==> config.mk <==
export PLATFORM = sky130hd
export DESIGN_NAME = rxc_regs
export DESIGN_NICKNAME = d
export VERILOG_FILES = /design/src/hdl/rxc_pkg.sv /design/src/hdl/rxc_route_decode.sv /design/src/hdl/rxc_regs.sv
export VERILOG_INCLUDE_DIRS = /design/src /design/src/hdl
export SDC_FILE = /design/constraint.sdc
export NUM_CORES = 1
export LEC_CHECK = 0
export ABC_CLOCK_PERIOD_IN_PS = 2300
export CORE_AREA = 2 2 127 129
export CTS_BUF_LIST = sky130_fd_sc_hd__clkbuf_2
export CTS_CLUSTER_SIZE = 12
export DETAILED_ROUTE_END_ITERATION = 16
export DIE_AREA = 0 0 129 131
export DONT_BUFFER_PORTS = 1
export PLACE_DENSITY_LB_ADDON = 0.1
export SLEW_MARGIN = 5
export SYNTH_ARGS = -nofsm -noshare
export SYNTH_HDL_FRONTEND = slang
export SYNTH_SLANG_ARGS = --single-unit
==> constraint.sdc <==
create_clock -name clk -period 2.3 [get_ports clk]
set_clock_uncertainty 0.1 [all_clocks]
set_input_delay 0.345 -clock clk [delete_from_list [all_inputs] [get_ports clk]]
set_output_delay 0.345 -clock clk [all_outputs]
set_load 0.01 [all_outputs]
==> src/hdl/rxc_defines.svh <==
// constants of the reference and excitation control register bank
`ifndef RXC_DEFINES_SVH
`define RXC_DEFINES_SVH

// register indices; byte address is four times the index
`define RXC_IDX_REF        8'h05
`define RXC_IDX_MAG        8'h06
`define RXC_IDX_ROUTE      8'h07

// reset values
`define RXC_RST_REF        8'h10
`define RXC_RST_MAG        8'h00
`define RXC_RST_ROUTE      8'hff

// reference control fields
`define RXC_MON_HI         7
`define RXC_MON_LO         6
`define RXC_POSBUF_BIT     5
`define RXC_NEGBUF_BIT     4
`define RXC_SEL_HI         3
`define RXC_SEL_LO         2
`define RXC_PWR_HI         1
`define RXC_PWR_LO         0

// magnitude register fields
`define RXC_RAIL_BIT       7
`define RXC_SWITCH_BIT     6
`define RXC_MAG_HI         3
`define RXC_MAG_LO         0
`define RXC_MAG_WR_MASK    8'hcf

// routing register fields
`define RXC_R2_HI          7
`define RXC_R2_LO          4
`define RXC_R1_HI          3
`define RXC_R1_LO          0

// field codes
`define RXC_MON_OFF        2'h0
`define RXC_MON_LOW        2'h1
`define RXC_MON_THIRD      2'h2
`define RXC_MON_PULL       2'h3
`define RXC_PWR_OFF        2'h0
`define RXC_PWR_ON_PD      2'h1
`define RXC_PWR_ALWAYS     2'h2
`define RXC_SEL_INTERNAL   2'h2

// routing codes and pin vector positions
`define RXC_ROUTE_SIX_LAST 4'h5
`define RXC_ROUTE_PAIR_POS 4'h6
`define RXC_ROUTE_PAIR_NEG 4'h7
`define RXC_ROUTE_LAST_AIN 4'hb
`define RXC_ROUTE_COMMON   4'hc
`define RXC_ROUTE_FIRST_NC 4'hd
`define RXC_PIN_COUNT      15
`define RXC_PIN_COMMON     12
`define RXC_PIN_PAIR_POS   13
`define RXC_PIN_PAIR_NEG   14

// bus answers
`define RXC_RESP_OKAY      2'h0
`define RXC_RESP_SLVERR    2'h2

`endif

==> src/hdl/rxc_pkg.sv <==
// types shared by the reference and excitation control register bank
package rxc_pkg;
  typedef logic [7:0]  rxc_byte_type;
  typedef logic [3:0]  rxc_route_code_type;
  typedef logic [14:0] rxc_pin_set_type;
endpackage

==> src/hdl/rxc_route_decode.sv <==
// decode of one excitation source routing code into a one-hot pin set
`timescale 1ns/100ps
`include "rxc_defines.svh"

module rxc_route_decode
  import rxc_pkg::*;
#(
  parameter bit SIX_INPUT = 1'b0
)
(
  // routing code
  input  wire rxc_route_code_type code,
  // selected pin, one-hot or none
  output rxc_pin_set_type         pins
);

  //=============================================================
  // code to pin decode
  always_comb
  begin
    pins = '0;
    if (SIX_INPUT && (code == `RXC_ROUTE_PAIR_POS))
      pins[`RXC_PIN_PAIR_POS] = 1'b1;
    else if (SIX_INPUT && (code == `RXC_ROUTE_PAIR_NEG))
      pins[`RXC_PIN_PAIR_NEG] = 1'b1;
    else if (SIX_INPUT && (code > `RXC_ROUTE_PAIR_NEG) && (code <= `RXC_ROUTE_LAST_AIN))
      pins = '0;
    else if (code == `RXC_ROUTE_COMMON)
      pins[`RXC_PIN_COMMON] = 1'b1;
    else if (code <= `RXC_ROUTE_LAST_AIN)
      pins[code] = 1'b1;
    else
      pins = '0;
  end

endmodule // rxc_route_decode

==> src/hdl/rxc_regs.sv <==
// reference and excitation control registers behind an AXI4-Lite slave
//=============================================================
// Behaviour
// - reference monitor field: off, low, low plus third-supply, low plus pull-together
// - positive reference buffer bit: zero active, one bypassed and disabled
// - negative reference buffer bit: same sense, resets to one
// - reference source field: first pair, second pair, internal; code three reserved
// - internal reference field: off, on except power-down, always on
// - top magnitude-register bit enables amplifier rail monitor, resets zero
// - low-side switch bit closes switch, forced open during power-down
// - two reserved magnitude-register bits read zero, software writes zero
// - four-bit magnitude sets one common current for both sources
// - upper routing nibble picks second source pin, resets all ones
// - lower routing nibble picks first source pin, same code map
// - six-input variant maps codes six, seven to second reference pair
// - reference control register at index 05h, resets to 10h
//
// The AXI4-Lite register port was left to the implementer.
`timescale 1ns/100ps
`include "rxc_defines.svh"

module rxc_regs
  import rxc_pkg::*;
#(
  parameter int ADDR_W    = 10,
  parameter bit SIX_INPUT = 1'b0
)
(
  // clock and reset
  input  wire logic              clk,
  input  wire logic              reset_n,
  // device mode
  input  wire logic              powerDown,
  // axi4-lite write address
  input  wire logic              s_axi_awvalid,
  output logic                   s_axi_awready,
  input  wire logic [ADDR_W-1:0] s_axi_awaddr,
  input  wire logic [2:0]        s_axi_awprot,
  // axi4-lite write data
  input  wire logic              s_axi_wvalid,
  output logic                   s_axi_wready,
  input  wire logic [31:0]       s_axi_wdata,
  input  wire logic [3:0]        s_axi_wstrb,
  // axi4-lite write response
  output logic                   s_axi_bvalid,
  input  wire logic              s_axi_bready,
  output logic [1:0]             s_axi_bresp,
  // axi4-lite read address
  input  wire logic              s_axi_arvalid,
  output logic                   s_axi_arready,
  input  wire logic [ADDR_W-1:0] s_axi_araddr,
  input  wire logic [2:0]        s_axi_arprot,
  // axi4-lite read data
  output logic                   s_axi_rvalid,
  input  wire logic              s_axi_rready,
  output logic [31:0]            s_axi_rdata,
  output logic [1:0]             s_axi_rresp,
  // reference controls
  output logic                   refLowMonitorEn,
  output logic                   refThirdSupplyMonitorEn,
  output logic                   refPullTogetherEn,
  output logic                   posRefBufferEn,
  output logic                   negRefBufferEn,
  output logic [1:0]             refSourceSelect,
  output logic                   internalRefOn,
  // excitation controls
  output logic                   ampRailMonitorEn,
  output logic                   lowSideSwitchClosed,
  output logic [3:0]             excitationMagnitude,
  output rxc_pin_set_type        firstSourcePins,
  output rxc_pin_set_type        secondSourcePins
);

  localparam int IDX_W = ADDR_W - 2;

  //=============================================================
  // state
  rxc_byte_type          ref_reg, ref_next;
  rxc_byte_type          mag_reg, mag_next;
  rxc_byte_type          route_reg, route_next;
  logic                  awHeld_reg, awHeld_next;
  logic [IDX_W-1:0]      awIdx_reg, awIdx_next;
  logic                  wHeld_reg, wHeld_next;
  rxc_byte_type          wData_reg, wData_next;
  logic                  wLane_reg, wLane_next;
  logic                  awready_reg, awready_next;
  logic                  wready_reg, wready_next;
  logic                  bvalid_reg, bvalid_next;
  logic [1:0]            bresp_reg, bresp_next;
  logic                  arready_reg, arready_next;
  logic                  rvalid_reg, rvalid_next;
  logic [31:0]           rdata_reg, rdata_next;
  logic [1:0]            rresp_reg, rresp_next;
  logic [13:0]           ctl_reg, ctl_next;
  rxc_pin_set_type       pins1_reg, pins2_reg;
  rxc_pin_set_type       pins1Dec, pins2Dec;
  logic                  doWrite;
  logic [IDX_W-1:0]      arIdx;

  assign doWrite = awHeld_reg && wHeld_reg && !bvalid_reg;
  assign arIdx   = s_axi_araddr[ADDR_W-1:2];

  //=============================================================
  // routing decoders
  rxc_route_decode #(.SIX_INPUT(SIX_INPUT)) firstDecode
  (
    .code (route_reg[`RXC_R1_HI:`RXC_R1_LO]),
    .pins (pins1Dec)
  );

  rxc_route_decode #(.SIX_INPUT(SIX_INPUT)) secondDecode
  (
    .code (route_reg[`RXC_R2_HI:`RXC_R2_LO]),
    .pins (pins2Dec)
  );

  //=============================================================
  // next values
  always_comb
  begin
    ref_next     = ref_reg;
    mag_next     = mag_reg;
    route_next   = route_reg;
    awHeld_next  = awHeld_reg;
    awIdx_next   = awIdx_reg;
    wHeld_next   = wHeld_reg;
    wData_next   = wData_reg;
    wLane_next   = wLane_reg;
    bvalid_next  = bvalid_reg;
    bresp_next   = bresp_reg;
    rvalid_next  = rvalid_reg;
    rdata_next   = rdata_reg;
    rresp_next   = rresp_reg;
    // address and data are taken independently, in either order
    if (s_axi_awvalid && awready_reg)
    begin
      awHeld_next = 1'b1;
      awIdx_next  = s_axi_awaddr[ADDR_W-1:2];
    end
    if (s_axi_wvalid && wready_reg)
    begin
      wHeld_next = 1'b1;
      wData_next = s_axi_wdata[7:0];
      wLane_next = s_axi_wstrb[0];
    end
    if (bvalid_reg && s_axi_bready)
      bvalid_next = 1'b0;
    if (doWrite)
    begin
      awHeld_next = 1'b0;
      wHeld_next  = 1'b0;
      bvalid_next = 1'b1;
      bresp_next  = `RXC_RESP_OKAY;
      if (awIdx_reg == IDX_W'(`RXC_IDX_REF))
      begin
        if (wLane_reg)
          ref_next = wData_reg;
      end
      else if (awIdx_reg == IDX_W'(`RXC_IDX_MAG))
      begin
        if (wLane_reg)
          mag_next = wData_reg & `RXC_MAG_WR_MASK;
      end
      else if (awIdx_reg == IDX_W'(`RXC_IDX_ROUTE))
      begin
        if (wLane_reg)
          route_next = wData_reg;
      end
      else
        bresp_next = `RXC_RESP_SLVERR;
    end
    if (rvalid_reg && s_axi_rready)
      rvalid_next = 1'b0;
    if (s_axi_arvalid && arready_reg)
    begin
      rvalid_next = 1'b1;
      rresp_next  = `RXC_RESP_OKAY;
      rdata_next  = 32'h0000_0000;
      if (arIdx == IDX_W'(`RXC_IDX_REF))
        rdata_next[7:0] = ref_reg;
      else if (arIdx == IDX_W'(`RXC_IDX_MAG))
        rdata_next[7:0] = mag_reg;
      else if (arIdx == IDX_W'(`RXC_IDX_ROUTE))
        rdata_next[7:0] = route_reg;
      else
        rresp_next = `RXC_RESP_SLVERR;
    end
    awready_next = !awHeld_next && !bvalid_next;
    wready_next  = !wHeld_next && !bvalid_next;
    arready_next = !rvalid_next;
    // analog control decode
    ctl_next[0]    = ref_reg[`RXC_MON_HI:`RXC_MON_LO] != `RXC_MON_OFF;
    ctl_next[1]    = ref_reg[`RXC_MON_HI:`RXC_MON_LO] == `RXC_MON_THIRD;
    ctl_next[2]    = ref_reg[`RXC_MON_HI:`RXC_MON_LO] == `RXC_MON_PULL;
    ctl_next[3]    = !ref_reg[`RXC_POSBUF_BIT];
    ctl_next[4]    = !ref_reg[`RXC_NEGBUF_BIT];
    ctl_next[6:5]  = ref_reg[`RXC_SEL_HI:`RXC_SEL_LO];
    ctl_next[7]    = (ref_reg[`RXC_PWR_HI:`RXC_PWR_LO] == `RXC_PWR_ALWAYS)
                     || ((ref_reg[`RXC_PWR_HI:`RXC_PWR_LO] == `RXC_PWR_ON_PD)
                     && !powerDown);
    ctl_next[8]    = mag_reg[`RXC_RAIL_BIT];
    ctl_next[9]    = mag_reg[`RXC_SWITCH_BIT] && !powerDown;
    ctl_next[13:10] = mag_reg[`RXC_MAG_HI:`RXC_MAG_LO];
  end

  //=============================================================
  // registers
  always_ff @(posedge clk)
  begin
    if (!reset_n)
    begin
      ref_reg     <= `RXC_RST_REF;
      mag_reg     <= `RXC_RST_MAG;
      route_reg   <= `RXC_RST_ROUTE;
      awHeld_reg  <= 1'b0;
      awIdx_reg   <= '0;
      wHeld_reg   <= 1'b0;
      wData_reg   <= 8'h00;
      wLane_reg   <= 1'b0;
      awready_reg <= 1'b0;
      wready_reg  <= 1'b0;
      bvalid_reg  <= 1'b0;
      bresp_reg   <= `RXC_RESP_OKAY;
      arready_reg <= 1'b0;
      rvalid_reg  <= 1'b0;
      rdata_reg   <= 32'h0000_0000;
      rresp_reg   <= `RXC_RESP_OKAY;
      ctl_reg     <= 14'h0018 & 14'h0008;
      pins1_reg   <= '0;
      pins2_reg   <= '0;
    end
    else
    begin
      ref_reg     <= ref_next;
      mag_reg     <= mag_next;
      route_reg   <= route_next;
      awHeld_reg  <= awHeld_next;
      awIdx_reg   <= awIdx_next;
      wHeld_reg   <= wHeld_next;
      wData_reg   <= wData_next;
      wLane_reg   <= wLane_next;
      awready_reg <= awready_next;
      wready_reg  <= wready_next;
      bvalid_reg  <= bvalid_next;
      bresp_reg   <= bresp_next;
      arready_reg <= arready_next;
      rvalid_reg  <= rvalid_next;
      rdata_reg   <= rdata_next;
      rresp_reg   <= rresp_next;
      ctl_reg     <= ctl_next;
      pins1_reg   <= pins1Dec;
      pins2_reg   <= pins2Dec;
    end
  end

  //=============================================================
  // outputs
  assign s_axi_awready           = awready_reg;
  assign s_axi_wready            = wready_reg;
  assign s_axi_bvalid            = bvalid_reg;
  assign s_axi_bresp             = bresp_reg;
  assign s_axi_arready           = arready_reg;
  assign s_axi_rvalid            = rvalid_reg;
  assign s_axi_rdata             = rdata_reg;
  assign s_axi_rresp             = rresp_reg;
  assign refLowMonitorEn         = ctl_reg[0];
  assign refThirdSupplyMonitorEn = ctl_reg[1];
  assign refPullTogetherEn       = ctl_reg[2];
  assign posRefBufferEn          = ctl_reg[3];
  assign negRefBufferEn          = ctl_reg[4];
  assign refSourceSelect         = ctl_reg[6:5];
  assign internalRefOn           = ctl_reg[7];
  assign ampRailMonitorEn        = ctl_reg[8];
  assign lowSideSwitchClosed     = ctl_reg[9];
  assign excitationMagnitude     = ctl_reg[13:10];
  assign firstSourcePins         = pins1_reg;
  assign secondSourcePins        = pins2_reg;
endmodule // rxc_regs

# Word-level counts from Yosys, hierarchy flattened

Index checks and enable logic that the tools add are counted.

Register bits after elaboration: 102
Word-level logic and storage cells: 97
Output and inout port bits: 85
Memory bits (read-only): 0
Bits in writable memories: 0
Memories: 0
Bits in latches: 0
Input bits: 70

Bitwise operators: 5
Reductions and logical operators: 28
$lt $le $gt $ge: 6
Add/subtract/negate cells: 0
Shift-type cells: 0
Equal/unequal tests: 12
Div/mod/pow operators: 0
Muxes and demuxes: 25
$mul: 0

Operators with widths:

| operator             | number |
|---|---|
| $eq A8 B3 Y1 const B | 6 |
| $mux W13             | 2 |
| $mux W8              | 3 |
| $logic_and A1 B1 Y1  | 13 |
| $mux W1              | 12 |
| $mux W2              | 6 |
| $lt A4 B5 Y1 const B | 2 |
| $demux W1 S4         | 2 |
| $eq A4 B4 Y1 const B | 2 |
| $ge A4 B1 Y1 const B | 2 |
| $le A4 B4 Y1 const B | 2 |
| $logic_not A1 Y1     | 8 |
| $eq A2 B2 Y1 const B | 3 |
| $reduce_or A3 Y1     | 2 |
| $not A1 Y1           | 5 |
| $reduce_and A5 Y1    | 1 |
| $reduce_and A4 Y1    | 1 |
| $reduce_and A3 Y1    | 1 |
| $eq A2 B1 Y1 const B | 1 |
| $reduce_bool A2 Y1   | 1 |
| $logic_or A1 B1 Y1   | 1 |

# Logic depth before layout (Yosys ltp)

Word-level depth: 6
Mapped depth: 5
Gate-level depth less buffers: 3

# Hierarchy

Synthesis repeated with hierarchy kept, for this count alone.

Cells, all modules: 409
Area, all modules: 4130.2 um^2

By module, submodules not included:

| module           | area an instance (um^2) | times used | cells an instance | sequential area each (um^2) |
|---|---|---|---|---|
| rxc_regs         | 3579.7                  | 1          | 369               | 2001.9 |
| rxc_route_decode | 275.3                   | 2          | 20                | 0.0 |

# Worst setup path before layout

No wires, ideal clock.

Path kind: flip-flop to flip-flop
Start: reg awIdx_reg[3]
End: reg ref_reg[0]
Clock period less this slack: 1902 ps
Data required time: 2128 ps
Path buffers: 1
Path slack: 398 ps
Library setup time: 72 ps
Arrival time: 1730 ps
Stages on the path, launching flop included: 5
Cell sequence: dfxtp_1 > or4b_4 > buf_6 > nor4_4 > mux2i_1

Word-level cells in the longest chain between the ends: 2

Ends and longest elaborated chain:

| element                            | RTL line        | RTL |
|---|---|---|
| start: declaration                 | rxc_regs.sv:82  | `logic [IDX_W-1:0] awIdx_reg, awIdx_next;` |
| start signal: assignment           | rxc_regs.sv:238 | `awIdx_reg <= awIdx_next;` |
| $eq A8 B3 Y1                       | rxc_regs.sv:154 | `` if (awIdx_reg == IDX_W'(`RXC_IDX_REF)) `` |
| $reduce_and A3 Y1 (no source line) | --              |  |
| end signal: assignment             | rxc_regs.sv:212 | `` ref_reg <= `RXC_RST_REF; `` |
| end signal: assignment             | rxc_regs.sv:234 | `ref_reg <= ref_next;` |
| end: declaration                   | rxc_regs.sv:78  | `rxc_byte_type ref_reg, ref_next;` |

Every way passes these cells.
A chain may end at the register's enable or synchronous reset.

# Worst setup path after layout

Start: in s_axi_araddr[3]
End: reg rresp_reg[1], in the netlist s_axi_rresp[1]

Word-level cells in the longest chain between the ends: 4
Elaborated cells between the ends (all ways): 6
Those cells by class: eq/ne (3); mux (3)

Ends and longest elaborated chain:

| element                | RTL line        | RTL |
|---|---|---|
| start: declaration     | rxc_regs.sv:51  | `input wire logic [ADDR_W-1:0] s_axi_araddr,` |
| $eq A8 B3 Y1           | rxc_regs.sv:183 | `` else if (arIdx == IDX_W'(`RXC_IDX_ROUTE)) `` |
| $mux W2                | rxc_regs.sv:183 |  |
| $mux W2                | rxc_regs.sv:181 | `` else if (arIdx == IDX_W'(`RXC_IDX_MAG)) `` |
| $mux W2 (*)            | rxc_regs.sv:179 | `` if (arIdx == IDX_W'(`RXC_IDX_REF)) `` |
| end signal: assignment | rxc_regs.sv:227 | `` rresp_reg <= `RXC_RESP_OKAY; `` |
| end signal: assignment | rxc_regs.sv:249 | `rresp_reg <= rresp_next;` |
| end: declaration       | rxc_regs.sv:93  | `logic [1:0] rresp_reg, rresp_next;` |

Mark *: on every way between the ends. The rest lies on a longest branch, timed or not.

==> results.json <==
{
  "outcome": "finished, final reports clean",
  "arrival_ns": 2.62,
  "regArea_mm2": 0.00200,
  "drive_gt1_share_pct": 5.96,
  "start_util_pct": 24.3,
  "clk_latency_ns": 0.61,
  "h-tree-depth": 3,
  "core_mm2": 0.0156,
  "clock-root-buffer": "clkbuf_2",
  "nFillCells": 1685,
  "ys_types": 36,
  "post-dp-hpwl_um": 6580,
  "grt_max_degree": 72,
  "cpMostUsedCell": "dlygate4sd3_1",
  "power_leakage_uw": 0.00171,
  "critPathSlowestCell": "dlygate4sd3_1",
  "clock.fmax_ghz": 0.453,
  "antenna_left": 0,
  "viasPerCell": 4.09,
  "synth_edf_count": 0,
  "crit_fanout": 11,
  "gp_congestion": 0.718,
  "maxSlewViolCount": 0,
  "slowest_delay_ns": 0.80,
  "cts_tree": "yes",
  "setup_violations": 0,
  "fp-row-count": 46,
  "layout_common_cells": "dfxtp_1, nand2_1, dlygate4sd3_1",
  "p_seq_share_pct": 63.1,
  "sw_frac_of_total_pct": 25.7,
  "synth-async-reset-ratio_pct": 0,
  "critPathLaunchType": "primary input",
  "cts_made_buffers": 9,
  "tns_ns": 0,
  "path_clk_slew_ns": 0.26,
  "path_delay_family": "buffers and inverters",
  "multi_input_area_mm2": 0.00160,
  "num_vias": 2746,
  "hold_viol_final": 0,
  "postCtsSetupBuffers": 0,
  "areaGrowthSynthToFinish_pct": 21.6,
  "layout_commonest_cell": "dfxtp_1",
  "seq_area_frac_synth_pct": 52.8,
  "powerDensity_mw_per_mm2": 617,
  "synth_warnings": 0,
  "dr.pass1.iters": 4,
  "synth_area_mm2": 0.00379,
  "timing.final.crit_period_ns": 2.21,
  "drt_wl_total_um": 9650,
  "pwr-share-clk_pct": 29.3,
  "grt_pass1_wl_um": 14600,
  "synth.avg_cell_area_um2": 9.57,
  "peakVddDrop_uv": 291,
  "first_global_vias": 2629,
  "max-cap-violations": 0,
  "rsz0062_at_grt": "false",
  "whs_ns": 0.0650,
  "cts_max_path_buffers": 2,
  "drt_first_iter_violations": 96,
  "p_sw_uw": 731,
  "internal_power_uw": 2110,
  "synth_seq_cells": 100,
  "crit_buf_inv": 3,
  "end_kind": "register",
  "die_y_um": 131,
  "fp.dieW_um": 129,
  "netlist_instances": 396,
  "cp_data_required_time_ns": 2.71,
  "cp_cell_sequence": "dlygate4sd3_1 -> nor2_1 -> dlygate4sd3_1 -> o311a_1 -> dlygate4sd3_1",
  "clock-sinks": 100,
  "crit_type": "primary input to register",
  "wl_per_cell_um": 14.4,
  "drc": 0,
  "synth_ff_type": "dfxtp_1",
  "portBuffers": 0,
  "num_io_pins": 155,
  "grt_overflow_total": 0,
  "dieArea_mm2": 0.0169,
  "track_usage_pct": 11.7,
  "min_period_over_period_pct": 96.1,
  "antenna_found_initial": 2,
  "layout.nets": 519,
  "min_path_type": "primary input to register",
  "combPwrFrac_pct": 7.6
}
[worst register-to-register path: cells and delay by family, from the launching register on]
family	cells	cell delay [ns]
flops	1	0.47
simple gates	2	0.29
buf+inv	2	1.10
compound gates	1	0.16
[cells in the mapped netlist (all sizes together), types with 2 or more instances]
cell type  number  area (µm²)
dfxtp         100        2000
nand2          72         270
buf            29         214
nor2           26        97.6
a21boi         22         165
mux2i          22         220
nor2b          19         119
clkbuf         17        65.1
nand2b         13        81.3
a22oi          12        90.1
nor3           10        50.1
inv             8        30.0
or4             7        52.6
nand3b          5        37.5
and3            4        25.0
nand3           4        20.0
and2            3        18.8
nor4            3        63.8
o211ai          3        22.5
o221ai          3        26.3
mux2            2        22.5
nand4           2        12.5
o21a            2        15.0
or4b            2        23.8
[final timing paths]
| path | start | end | slack (ns) | depth (start not counted) |
|---|---|---|---|---|
| worst max register to register | s_axi_awready$_SDFF_PN0_ | awIdx_reg[1]$_SDFFE_PN0P_ | 0.15 | 5 |
| worst max-delay path | s_axi_araddr[3] | s_axi_rresp[1]$_SDFFE_PN0P_ | 0.09 | 5 |
| worst min register to register | ref_reg[4]$_SDFFE_PN1P_ | ctl_reg[4]$_SDFF_PN0_ | 0.36 | 1 |
| worst min-delay path | s_axi_wvalid | wData_reg[6]$_SDFFE_PN0P_ | 0.07 | 3 |
[repair_timing]
action                                  CTS  global route
hold buffers                             55             0
resized for setup                         0             3
endpoints found under the setup margin    0             4
endpoints found under the hold margin    95             0
[cells by family after synthesis]
| logic type | share of synthesized area, % |
|---|---|
| simple gates | 23.8 |
| compound gates | 8.68 |
| buf+inv | 8.15 |
| other cells | 0.0989 |
| mux | 6.40 |
| flops | 52.8 |
[through the flow]
step	total power (µW)	util [%]	cell area [µm²]	worst slack, ns	cells
finish	2840	29.5	4610	0.0901	672
floorplan	1970	-	3900	0.398	425
detailed placement	1950	25.1	3920	0.456	599
CTS	2900	29.4	4590	0.0151	669
global route	3010	29.5	4610	0.0412	671
global placement	1950	25.1	3920	0.489	599
[power by group through the flow]
| stage | registers (µW) | logic, µW | clock network, µW |
|---|---|---|---|
| 4_1_cts | 1800 | 215 | 884 |
| 2_1_floorplan | 1820 | 153 | 0 |
| 3_3_place_gp | 1830 | 119 | 0 |
| 5_1_grt | 1800 | 241 | 966 |
| 6_report | 1790 | 216 | 834 |
| 3_5_place_dp | 1830 | 122 | 0 |
[routing by layer]
metal	GRT usage [%]	wire length (µm)	share of wire, %
met1	13.8	4130	43
met3	3.87	505	5.2
met5	0	0	0
met4	5.63	189	2.0
met2	19.4	4830	50
[area by class of cell]
| cell class | count | share of cell area, % |
|---|---|---|
| clock inverters | 5 | 1.17 |
| multi-input cells | 271 | 34.6 |
| clock buffers | 10 | 1.09 |
| inverters | 8 | 0.652 |
| well taps | 216 | 5.86 |
| flip-flops and latches | 100 | 43.4 |
| repair buffers | 59 | 13.0 |
| diodes | 3 | 0.163 |
No activity file was read; power rests on OpenSTA's default activity.
